File: src/core/stc_pkg.sv
package stc_pkg;

    // ---------------------------------------------------------------
    // register offsets
    // ---------------------------------------------------------------
    localparam logic [5:0] STC_ADDR_RUN = 6'h00;
    localparam logic [5:0] STC_ADDR_OUT_EN = 6'h01;
    localparam logic [5:0] STC_ADDR_OUT_LEVEL = 6'h02;
    localparam logic [5:0] STC_ADDR_SPLIT = 6'h03;
    localparam logic [5:0] STC_ADDR_CMD_CLR = 6'h04;
    localparam logic [5:0] STC_ADDR_CMD_SET = 6'h05;
    localparam logic [5:0] STC_ADDR_WAVE_MODE = 6'h08;
    localparam logic [5:0] STC_ADDR_INT_EN = 6'h0A;
    localparam logic [5:0] STC_ADDR_INT_FLAGS = 6'h0B;
    localparam logic [5:0] STC_ADDR_DEBUG = 6'h0E;
    localparam logic [5:0] STC_ADDR_LOW_CNT = 6'h20;
    localparam logic [5:0] STC_ADDR_HIGH_CNT = 6'h21;
    localparam logic [5:0] STC_ADDR_LOW_PER = 6'h26;
    localparam logic [5:0] STC_ADDR_HIGH_PER = 6'h27;
    localparam logic [5:0] STC_ADDR_CMP_BASE = 6'h28;

    // ---------------------------------------------------------------
    // field layout and reset values
    // ---------------------------------------------------------------
    localparam int STC_LOW_CH_LSB = 0;
    localparam int STC_HIGH_CH_LSB = 4;
    localparam int STC_INT_CMP_LSB = 4;
    localparam int STC_INT_HIGH_TIMER_UNDERFLOW = 1;
    localparam int STC_INT_LOW_TIMER_UNDERFLOW = 0;
    localparam int STC_CMD_LSB = 2;
    localparam int STC_NUM_CH = 3;
    localparam logic [7:0] STC_CH_MASK = 8'h77;
    localparam logic [7:0] STC_INT_MASK = 8'h73;
    localparam logic [7:0] STC_RESET_ZERO = 8'h00;
    localparam logic [7:0] STC_RESET_PER = 8'hFF;
    localparam logic [7:0] STC_RESET_CMP = 8'h00;

    typedef enum logic [1:0] {
        STC_CMD_NONE,
        STC_CMD_RSVD,
        STC_CMD_RESTART,
        STC_CMD_HARD_RESET
    } stc_cmd_t;

endpackage : stc_pkg

File: src/core/stc_byte_timer.sv
`timescale 1ns/10ps
`default_nettype none

// one 8-bit down counter with three compare channels
module stc_byte_timer
    import stc_pkg::*;
(
    input wire logic clk,
    input wire logic rst_n,
    input wire logic count_en,
    input wire logic restart,
    input wire logic hard_reset,
    input wire logic wr_cnt,
    input wire logic [7:0] wr_data,
    input wire logic [7:0] period,
    input wire logic [23:0] compare,
    output logic [7:0] count,
    output logic underflow,
    output logic [2:0] match,
    output logic [2:0] wave
);

    logic [7:0] next_count;

    always_comb begin
        next_count = count;
        if (wr_cnt) begin
            next_count = wr_data;
        end else if (hard_reset) begin
            next_count = STC_RESET_PER;
        end else if (restart) begin
            next_count = period;
        end else if (count_en) begin
            next_count = (count == STC_RESET_ZERO) ? period : count - 8'h01;
        end
    end

    always_ff @(posedge clk or negedge rst_n) begin
        if (!rst_n) begin
            count <= STC_RESET_ZERO;
            underflow <= 1'b0;
        end else begin
            count <= next_count;
            underflow <= count_en && !wr_cnt && !restart && !hard_reset
                         && (count == STC_RESET_ZERO);
        end
    end

    genvar ch;
    generate
        for (ch = 0; ch < STC_NUM_CH; ch++) begin : g_ch
            assign match[ch] = count_en && (count == compare[ch*8 +: 8]);
            // single-slope pwm: high while count is at or below compare
            assign wave[ch] = (count <= compare[ch*8 +: 8]);
        end
    endgenerate

endmodule : stc_byte_timer

`default_nettype wire

File: src/core/stc_split_timer.sv
`timescale 1ns/10ps
`default_nettype none

// Functional notes
// - output-enable register: low enables bits 0-2, high enables bits 4-6, reset zero
// - enabled channel in waveform mode drives pin instead of port output value
// - while timer disabled, idle level bits drive each channel's compare output
// - split select bit makes two separate 8-bit timers with split register map
// - writing one to clear-view clears that bit, zeros leave bits unchanged
// - writing one to set-view sets that bit, zeros leave bits unchanged
// - command 0 none, 1 reserved, 2 forced restart, 3 forced hard reset
// - command field acts only on write and always reads zero
// - hard reset command ignored while the timer is enabled
// - target 0 none, 1 low timer, 2 high timer, 3 both
// - interrupt enables: compare 4-6, high underflow bit 1, low underflow bit 0
// - low compare flag sets while counting when low counter equals that channel's compare
// - low compare flags clear only by software writing one
// - high underflow flag sets at high timer bottom, cleared by writing one
// - low underflow flag sets at low timer bottom, cleared by writing one
// - run-in-debug zero halts timer in debug break, one keeps it running
// - software counter write beats counting, clearing and reloading
module stc_split_timer
    import stc_pkg::*;
(
    input wire logic clk,
    input wire logic rst_n,
    input wire logic [5:0] addr,
    input wire logic [7:0] wdata,
    input wire logic wr,
    input wire logic rd,
    output logic [7:0] rdata,
    input wire logic debug_halt,
    input wire logic [5:0] port_out,
    output logic [5:0] waveform_pin,
    output logic irq
);

    // ---------------------------------------------------------------
    // registers
    // ---------------------------------------------------------------
    logic timer_enable;
    logic [7:0] channel_output_enable;
    logic [7:0] channel_output_level;
    logic dual_8bit_select;
    logic [1:0] command_target_select;
    logic frequency_waveform_mode;
    logic [7:0] interrupt_enable;
    logic [7:0] interrupt_flags;
    logic run_while_halted;
    logic [7:0] low_period;
    logic [7:0] high_period;
    logic [7:0] low_compare [STC_NUM_CH];
    logic [7:0] high_compare [STC_NUM_CH];
    logic debug_sync1;
    logic debug_sync2;

    logic [7:0] low_counter_value;
    logic [7:0] high_count;
    logic low_timer_underflow;
    logic high_timer_underflow;
    logic [2:0] low_compare_channel;
    logic [2:0] low_wave;
    logic [2:0] high_wave;
    logic count_en;
    logic cmd_write;
    stc_cmd_t cmd;
    logic [1:0] cmd_target;
    logic low_restart;
    logic high_restart;
    logic low_hard;
    logic high_hard;
    logic [23:0] low_cmp_flat;
    logic [23:0] high_cmp_flat;
    logic [7:0] next_flags;
    logic [5:0] next_pin;

    // ---------------------------------------------------------------
    // debug halt synchroniser
    // ---------------------------------------------------------------
    // only the second stage feeds logic
    always_ff @(posedge clk or negedge rst_n) begin
        if (!rst_n) begin
            debug_sync1 <= 1'b0;
            debug_sync2 <= 1'b0;
        end else begin
            debug_sync1 <= debug_halt;
            debug_sync2 <= debug_sync1;
        end
    end

    // halted in break unless run-in-debug is set
    assign count_en = timer_enable && dual_8bit_select
                      && (run_while_halted || !debug_sync2);

    // ---------------------------------------------------------------
    // commands
    // ---------------------------------------------------------------
    assign cmd_write = wr && (addr == STC_ADDR_CMD_CLR || addr == STC_ADDR_CMD_SET);
    assign cmd = stc_cmd_t'(wdata[STC_CMD_LSB +: 2]);
    // set view ors the written target in, clear view strips it
    assign cmd_target = (addr == STC_ADDR_CMD_SET) ?
                        (command_target_select | wdata[1:0]) :
                        (command_target_select & ~wdata[1:0]);

    // only the set view carries a command; the clear view strips targets
    always_comb begin
        low_restart = 1'b0;
        high_restart = 1'b0;
        low_hard = 1'b0;
        high_hard = 1'b0;
        if (cmd_write && addr == STC_ADDR_CMD_SET) begin
            unique case (cmd)
                STC_CMD_NONE, STC_CMD_RSVD: begin
                end
                STC_CMD_RESTART: begin
                    low_restart = wdata[0];
                    high_restart = wdata[1];
                end
                STC_CMD_HARD_RESET: begin
                    // both timers must be picked; enabled timer ignores it
                    low_hard = !timer_enable && (wdata[1:0] == 2'b11);
                    high_hard = !timer_enable && (wdata[1:0] == 2'b11);
                end
            endcase
        end
    end

    // ---------------------------------------------------------------
    // control registers
    // ---------------------------------------------------------------
    // writes to unmapped offsets fall through and change nothing
    always_ff @(posedge clk or negedge rst_n) begin
        if (!rst_n) begin
            timer_enable <= 1'b0;
            channel_output_enable <= STC_RESET_ZERO;
            channel_output_level <= STC_RESET_ZERO;
            dual_8bit_select <= 1'b0;
            command_target_select <= 2'b00;
            frequency_waveform_mode <= 1'b0;
            interrupt_enable <= STC_RESET_ZERO;
            run_while_halted <= 1'b0;
        end else if (wr) begin
            unique case (addr)
                STC_ADDR_RUN: timer_enable <= wdata[0];
                STC_ADDR_OUT_EN: channel_output_enable <= wdata & STC_CH_MASK;
                STC_ADDR_OUT_LEVEL: channel_output_level <= wdata & STC_CH_MASK;
                STC_ADDR_SPLIT: dual_8bit_select <= wdata[0];
                STC_ADDR_CMD_CLR, STC_ADDR_CMD_SET: command_target_select <= cmd_target;
                STC_ADDR_WAVE_MODE: frequency_waveform_mode <= wdata[0];
                STC_ADDR_INT_EN: interrupt_enable <= wdata & STC_INT_MASK;
                STC_ADDR_DEBUG: run_while_halted <= wdata[0];
                default: begin
                end
            endcase
        end
    end

    // hard reset returns the low timer setup to its reset values
    always_ff @(posedge clk or negedge rst_n) begin
        if (!rst_n) begin
            low_period <= STC_RESET_PER;
            for (int i = 0; i < STC_NUM_CH; i++) begin
                low_compare[i] <= STC_RESET_CMP;
            end
        end else if (low_hard) begin
            low_period <= STC_RESET_PER;
            for (int i = 0; i < STC_NUM_CH; i++) begin
                low_compare[i] <= STC_RESET_CMP;
            end
        end else if (wr) begin
            if (addr == STC_ADDR_LOW_PER) begin
                low_period <= wdata;
            end
            for (int i = 0; i < STC_NUM_CH; i++) begin
                if (addr == STC_ADDR_CMP_BASE + 6'(2 * i)) begin
                    low_compare[i] <= wdata;
                end
            end
        end
    end

    // hard reset returns the high timer setup to its reset values
    always_ff @(posedge clk or negedge rst_n) begin
        if (!rst_n) begin
            high_period <= STC_RESET_PER;
            for (int i = 0; i < STC_NUM_CH; i++) begin
                high_compare[i] <= STC_RESET_CMP;
            end
        end else if (high_hard) begin
            high_period <= STC_RESET_PER;
            for (int i = 0; i < STC_NUM_CH; i++) begin
                high_compare[i] <= STC_RESET_CMP;
            end
        end else if (wr) begin
            if (addr == STC_ADDR_HIGH_PER) begin
                high_period <= wdata;
            end
            for (int i = 0; i < STC_NUM_CH; i++) begin
                if (addr == STC_ADDR_CMP_BASE + 6'(2 * i + 1)) begin
                    high_compare[i] <= wdata;
                end
            end
        end
    end

    // ---------------------------------------------------------------
    // the two byte timers
    // ---------------------------------------------------------------
    genvar c;
    generate
        for (c = 0; c < STC_NUM_CH; c++) begin : g_flat
            assign low_cmp_flat[c*8 +: 8] = low_compare[c];
            assign high_cmp_flat[c*8 +: 8] = high_compare[c];
        end
    endgenerate

    stc_byte_timer u_low (
        .clk(clk),
        .rst_n(rst_n),
        .count_en(count_en),
        .restart(low_restart),
        .hard_reset(low_hard),
        .wr_cnt(wr && addr == STC_ADDR_LOW_CNT),
        .wr_data(wdata),
        .period(low_period),
        .compare(low_cmp_flat),
        .count(low_counter_value),
        .underflow(low_timer_underflow),
        .match(low_compare_channel),
        .wave(low_wave)
    );

    stc_byte_timer u_high (
        .clk(clk),
        .rst_n(rst_n),
        .count_en(count_en),
        .restart(high_restart),
        .hard_reset(high_hard),
        .wr_cnt(wr && addr == STC_ADDR_HIGH_CNT),
        .wr_data(wdata),
        .period(high_period),
        .compare(high_cmp_flat),
        .count(high_count),
        .underflow(high_timer_underflow),
        .match(),
        .wave(high_wave)
    );

    // ---------------------------------------------------------------
    // interrupt flags: set beats a same-cycle clear
    // ---------------------------------------------------------------
    always_comb begin
        next_flags = interrupt_flags;
        if (wr && addr == STC_ADDR_INT_FLAGS) begin
            next_flags = interrupt_flags & ~(wdata & STC_INT_MASK);
        end
        next_flags[STC_INT_CMP_LSB +: 3] = next_flags[STC_INT_CMP_LSB +: 3]
                                           | low_compare_channel;
        next_flags[STC_INT_HIGH_TIMER_UNDERFLOW] = next_flags[STC_INT_HIGH_TIMER_UNDERFLOW] | high_timer_underflow;
        next_flags[STC_INT_LOW_TIMER_UNDERFLOW] = next_flags[STC_INT_LOW_TIMER_UNDERFLOW] | low_timer_underflow;
    end

    always_ff @(posedge clk or negedge rst_n) begin
        if (!rst_n) begin
            interrupt_flags <= STC_RESET_ZERO;
            irq <= 1'b0;
        end else begin
            interrupt_flags <= next_flags;
            // irq tracks the flags that this same edge stores
            irq <= |(next_flags & interrupt_enable);
        end
    end

    // ---------------------------------------------------------------
    // waveform pins
    // ---------------------------------------------------------------
    // low channels on pins 2:0, high channels on pins 5:3
    always_comb begin
        for (int i = 0; i < STC_NUM_CH; i++) begin
            if (!timer_enable) begin
                next_pin[i] = channel_output_level[STC_LOW_CH_LSB + i];
                next_pin[i + 3] = channel_output_level[STC_HIGH_CH_LSB + i];
            end else begin
                next_pin[i] = (channel_output_enable[STC_LOW_CH_LSB + i]
                              && frequency_waveform_mode) ? low_wave[i] : port_out[i];
                next_pin[i + 3] = (channel_output_enable[STC_HIGH_CH_LSB + i]
                                  && frequency_waveform_mode) ? high_wave[i]
                                  : port_out[i + 3];
            end
        end
    end

    always_ff @(posedge clk or negedge rst_n) begin
        if (!rst_n) begin
            waveform_pin <= 6'h00;
        end else begin
            waveform_pin <= next_pin;
        end
    end

    // ---------------------------------------------------------------
    // read port
    // ---------------------------------------------------------------
    always_ff @(posedge clk or negedge rst_n) begin
        if (!rst_n) begin
            rdata <= STC_RESET_ZERO;
        end else if (rd) begin
            unique case (addr)
                STC_ADDR_RUN: rdata <= {7'h00, timer_enable};
                STC_ADDR_OUT_EN: rdata <= channel_output_enable;
                STC_ADDR_OUT_LEVEL: rdata <= channel_output_level;
                STC_ADDR_SPLIT: rdata <= {7'h00, dual_8bit_select};
                // command bits never read back, only the stored targets
                STC_ADDR_CMD_CLR, STC_ADDR_CMD_SET:
                    rdata <= {6'h00, command_target_select};
                STC_ADDR_WAVE_MODE: rdata <= {7'h00, frequency_waveform_mode};
                STC_ADDR_INT_EN: rdata <= interrupt_enable;
                STC_ADDR_INT_FLAGS: rdata <= interrupt_flags;
                STC_ADDR_DEBUG: rdata <= {7'h00, run_while_halted};
                STC_ADDR_LOW_CNT: rdata <= low_counter_value;
                STC_ADDR_HIGH_CNT: rdata <= high_count;
                STC_ADDR_LOW_PER: rdata <= low_period;
                STC_ADDR_HIGH_PER: rdata <= high_period;
                STC_ADDR_CMP_BASE: rdata <= low_compare[0];
                STC_ADDR_CMP_BASE + 6'h01: rdata <= high_compare[0];
                STC_ADDR_CMP_BASE + 6'h02: rdata <= low_compare[1];
                STC_ADDR_CMP_BASE + 6'h03: rdata <= high_compare[1];
                STC_ADDR_CMP_BASE + 6'h04: rdata <= low_compare[2];
                STC_ADDR_CMP_BASE + 6'h05: rdata <= high_compare[2];
                default: rdata <= STC_RESET_ZERO;
            endcase
        end else begin
            // read data stand only in the cycle after the strobe
            rdata <= STC_RESET_ZERO;
        end
    end

endmodule : stc_split_timer

`default_nettype wire

File: config.mk
export PLATFORM = sky130hd
export DESIGN_NAME = stc_split_timer
export DESIGN_NICKNAME = d
export VERILOG_FILES = /design/src/core/stc_pkg.sv /design/src/core/stc_byte_timer.sv /design/src/core/stc_split_timer.sv
export SDC_FILE = /design/constraint.sdc
export NUM_CORES = 1
export LEC_CHECK = 0
export BUFFER_PORTS_ARGS = -buffer_cell sky130_fd_sc_hd__buf_4
export CORE_ASPECT_RATIO = 1.1
export CORE_MARGIN = 5
export CORE_UTILIZATION = 45
export CTS_BUF_LIST = sky130_fd_sc_hd__clkbuf_16
export DETAILED_ROUTE_END_ITERATION = 8
export PLACE_DENSITY_LB_ADDON = 0.2
export SLEW_MARGIN = 20
export SYNTH_ARGS = -nofsm -noshare
export SYNTH_HDL_FRONTEND = slang
export SYNTH_SLANG_ARGS = --single-unit
File: constraint.sdc
create_clock -name clk -period 2.6 [get_ports clk]
set_input_delay 0.39 -clock clk [delete_from_list [all_inputs] [get_ports clk]]
set_output_delay 0.39 -clock clk [all_outputs]
set_load 0.02 [all_outputs]
# Word level (Yosys, flattened, before mapping)
# Cells that the tools add are included.
# classes
addsub	2
order_cmp	6
n_eq_ne	25
n_mux	48
bitwise	9
reduce_logical	66
# ops
op	n
$mux W8	24
$pmux W8 S19	1
$mux W24	4
$eq A6 B6 Y1 const B	10
$le A8 B8 Y1	6
$reduce_and A2 Y1	16
$logic_and A1 B1 Y1	25
$eq A6 B4 Y1 const B	4
$eq A8 B8 Y1	3
$mux W1	18
$reduce_bool A2 Y1	9
$logic_not A8 Y1	2
$sub A8 B1 Y8 const B	2
$eq A6 B2 Y1 const B	2
$eq A6 B3 Y1 const B	2
$and A8 B7 Y8	1
$and A8 B8 Y8	1
$not A7 Y8	1
$reduce_bool A4 Y1	2
$reduce_or A8 Y1	1
$logic_not A1 Y1	7
$eq A2 B2 Y1 const B	3
$eq A6 B1 Y1 const B	1
$logic_not A6 Y1	1
other kinds (8)	10
# word_totals
reg_bits	130
inputBits	25
elab_cells	182

# Longest topological paths before layout
# depth
depth_word	9
mapped_depth	7
mapped_depth_nobuf	7

# Cells and area by module
# A second synthesis with hierarchy kept.
# unflattened
cells_unflattened	754
hier_area_um2	7697.4
# modules_own_cells
module	instances	cells_each	area_each_um2	seq_area_each_um2
stc_split_timer	1	424	5107.4	2747.6
stc_byte_timer	2	165	1295.0	225.2

# Worst setup path before layout
# No wires, ideal clock.
# synth_timing
path_kind	input to register
start	input addr[4]
end	register irq
setup_time_ns	0.126
arrival_time_ns	1.757
required_time_ns	2.474
path_slack_ns	0.717
cell_stages	7
n_path_buf	2
cell_sequence	buf_4 nor4b_4 and2_1 buf_6 a41oi_2 a221o_1 a221o_1
# synth_via
elab_chain_cells	6
word_cells_on_any_way	8
# synth_rtl
element	line	text
from (decl)	stc_split_timer.sv:27	input wire logic [5:0] addr,
$eq A6 B4 Y1 *	stc_split_timer.sv:254	if (wr && addr == STC_ADDR_INT_FLAGS) begin
$logic_and A1 B1 Y1 *	stc_split_timer.sv:254	
$mux W8 *	stc_split_timer.sv:254	
$or A1 B1 Y1 (tied with other cells)	stc_split_timer.sv:260	next_flags[STC_INT_LOW_TIMER_UNDERFLOW] = next_flags[STC_INT_LOW_TIMER_UNDERFLOW] | low_timer_underflow;
$and A8 B7 Y8 *	stc_split_timer.sv:270	irq <= |(next_flags & interrupt_enable);
$reduce_or A8 Y1 *	stc_split_timer.sv:270	
to (signal assigned)	stc_split_timer.sv:270	
to (decl)	stc_split_timer.sv:35	output logic irq
# Every way passes the cells marked *; elsewhere a longest branch is shown, timed or not.
# A chain may end at the register's enable or synchronous reset.

# Worst setup path after layout
# layout_timing
start	register u_low.count[5]
end	register irq
# layout_via
elab_chain_cells	5
word_cells_on_any_way	9
# layout_rtl
element	line	text
from (decl)	stc_byte_timer.sv:17	output logic [7:0] count,
from (signal assigned)	stc_byte_timer.sv:43	count <= next_count;
$eq A8 B8 Y1	stc_byte_timer.sv:52	assign match[ch] = count_en && (count == compare[ch*8 +: 8]);
$logic_and A1 B1 Y1	stc_byte_timer.sv:52	
$or A3 B3 Y3	stc_split_timer.sv:258	| low_compare_channel;
named net next_flags[6]	stc_split_timer.sv:74	logic [7:0] next_flags;
$and A8 B7 Y8	stc_split_timer.sv:270	
$reduce_or A8 Y1	stc_split_timer.sv:270	
# The timed path passes the listed nets, and every way through them passes these cells.

==> impl_metrics.tcl <==
set metrics [dict create \
    worst_slew_pin_slew_ps 674 \
    antenna_found_initial 0 \
    final-max-slew-violation-count 0 \
    yosysSeqAreaShare_pct 41.5 \
    crit_path_max_fanout 7 \
    netlist_area_mm2 0.00771 \
    drt-initial-drc-count 688 \
    n_antenna_cell 0 \
    arrival_ps 2380 \
    start_kind "register" \
    nets 921 \
    yosys.cell_types.count 60 \
    min_path_type "in2reg" \
    wire_per_inst_um 23.8 \
    cts_setup_buffers 0 \
    finalSetupViolations 0 \
    numCtsBuffers 17 \
    maxCapViolCount 0 \
    dieArea_mm2 0.0198 \
    rsz0062_at_grt "no" \
    yosys.area.top_type_share_pct 36.0 \
    fin_ws_ps 530 \
    period_minus_slack_ps 2070 \
    clkTransAtPathRegs_ps 60 \
    fmax_mhz 483 \
    cp-end-kind "register" \
    place_congestion 1.00 \
    fin_hold_ws_ps 72.3 \
    async_flop_share_pct 100 \
    ys.flop_type "dfrtp_1" \
    rows 50 \
    synthCells 811 \
    peakVddDrop_uv 708 \
    cts_sinks 127 \
    io_buffers 39 \
    insertion_delay_ps 430 \
    synthAdderAreaFrac_pct 8.44 \
    pre_cts_ws_ps 347 \
    cts_tree "done" \
    fin_skew_ps 7.55 \
    grt_pass1_wl_um 40900 \
    vias_per_cell 6.25 \
    drc_errors 0 \
    rrSetupSlack_ps 530 \
    vias 6821 \
    syn_to_final_growth_pct 14.6 \
    slew_headroom_pct 55.0 \
    dp_hpwl_um 18700 \
    start_util_pct 45.5 \
    antenna_left 0 \
    worstSetupPathType "reg2reg" \
    synthMuxAreaShare_pct 7.13 \
    setup_tns_ps 0 \
    die_h_um 147 \
    critPathRequiredTime_ps 2910 \
    core_mm2 0.0170 \
    grt_max_degree 49 \
    power.density_mw_per_mm2 799 \
    die_x_um 135 \
    status "complete, no violations" \
    synth_compound_area_share_pct 19.2 \
    grt_pass1_vias 6795 \
    synth_edf_count 0 \
    synth_area_per_cell_um2 9.50 \
    synthTopCellsByArea "dfrtp_1 36%, ha_1 8.4%, dfstp_2 5.5%, a21oi_1 5.1%, mux2_2 4.5%" \
    fin_crit_sh_pct 79.6 \
    h-tree-depth 4 \
    grt_remaining_overflow 0 \
    synth-seq-cells 127 \
    synthXorXnorAreaFrac_pct 1.48 \
    grt_usage_pct 27.2 \
    cts-root-buf "clkbuf_16" \
    yosys.area.top_type "dfrtp_1" \
    ios 40 \
    wirelength_um 26000 \
    drt_pass1_iterations 5 \
    max_stage_delay_ps 510 \
    synth_top_family_by_area "compound AO/OA/AOI/OAI gates" \
    syn-num-nets 888 \
    drive_gt1_share_pct 17.4 \
    final_core_util_pct 52.1 \
    finalHoldViolations 0 \
    p_leak_uw 0.00384 \
    path_common_cell "a221o_1" \
    yosys_warnings 0 \
    post_synth_and_or_nand_nor_area_fraction_pct 16.7 \
    slowest_stage "dfrtp_1" \
    crit_chain "ha_1, nand4_1, nor2_1, a22o_1, a221o_1, a221o_1" \
    clockBufferDepth 2 \
]
==> layer usage <==
metal	global-route usage [%]	vias to the layer above	share of wire [%]
met5	0	-	0
met4	12.8	0	4.3
met3	5.68	78	7.2
met2	43.1	294	48
met1	35.4	3384	41
li1	-	3065	-
==> critical path, delay by kind of cell, from the launching register on <==
family | cells | cell delay (ps)
DFF | 1 | 510
AOI/OAI and AO/OA | 3 | 810
adders and majority gates | 1 | 370
and+or+nand+nor | 2 | 250
==> layout make-up <==
| cell class | count | area, um2 |
|---|---|---|
| clock buffers | 17 | 425 |
| clock inverters | 15 | 129 |
| fillers | 1566 | 8120 |
| inverters | 53 | 199 |
| multi-input cells | 583 | 4090 |
| flip-flops and latches | 127 | 3200 |
| well taps | 234 | 293 |
| repair buffers | 62 | 497 |
==> where the power goes <==
group | switching [uW] | internal (uW)
Sequential | 541 | 2340
Clock | 887 | 1380
Combinational | 1040 | 867
Total | 2470 | 4580
==> Yosys cell counts (all sizes together), types with 5 or more instances <==
| cell | count |
|---|---|
| dfrtp | 111 |
| a21oi | 79 |
| nand2 | 66 |
| inv | 53 |
| ha | 52 |
| nand3 | 46 |
| nor2 | 42 |
| mux2 | 31 |
| o22ai | 25 |
| buf | 24 |
| clkbuf | 24 |
| a22o | 20 |
| mux2i | 20 |
| nand4 | 20 |
| o21ai | 20 |
| a22oi | 19 |
| dfstp | 16 |
| a221oi | 15 |
| nor3 | 14 |
| a31oi | 11 |
| nor2b | 9 |
| and2 | 8 |
| xnor2 | 8 |
| a21o | 7 |
| o2111ai | 6 |
| o21a | 5 |
| xor2 | 5 |
==> worst paths after layout <==
check,to,start,cells after the start
setup / recovery,irq,u_low.count[5],6
hold / removal,debug_sync1,debug_halt,1
setup reg to reg,irq,u_low.count[5],6
hold reg to reg,debug_sync2,debug_sync1,0
max in group asynchronous,low_period[3],rst_n,3
min in group asynchronous,high_cmp_flat[16],rst_n,2
==> per-stage QoR <==
step	power (uW)	cells	instance area (um2)
finish	7050	1091	8830
global route	7480	1091	8830
CTS	7060	1091	8830
detailed placement	4770	1058	8270
global placement	4660	1058	8270
floorplan	3980	811	7710
==> cell usage in the layout (no fill, tap or decap), types with 11 or more instances in the layout <==
cell type and n:
nand2_1 64, dfrtp_1 111, ha_1 52, o22ai_1 25, a22oi_1 19, mux2i_1 20, nand3_1 46, mux2_2 31
inv_1 54, dfstp_2 16, a31oi_1 11, clkbuf_16 17, nand4_1 20, a22o_1 20, a21oi_1 79, nor2_1 42
a221oi_1 15, o21ai_0 20, buf_4 58
==> cell families after synthesis <==
| family | count (synthesis) |
|---|---|
| adder cells (fa/ha/maj) | 52 |
| AND/OR/NAND/NOR | 241 |
| XOR/XNOR | 13 |
| flip-flops | 127 |
| buffers and inverters | 101 |
| AO/OA/AOI/OAI | 226 |
| multiplexers | 51 |
==> flip-flops by register name (all words and copies together), names as in the netlist, 5 cells and up, named ones only <==
register               count
high_cmp_flat             24
waveform_pin               6
channel_output_level       6
rdata                      8
u_high.count               8
u_low.count                8
channel_output_enable      6
interrupt_flags            5
low_period                 8
low_cmp_flat              24
interrupt_enable           5
high_period                8
==> timing repair <==
action                                 in CTS  in global routing
resized for setup                           0                  0
endpoints found under the hold margin      39                  0
hold buffers                                1                  0
(Power assumes the default switching activity.)
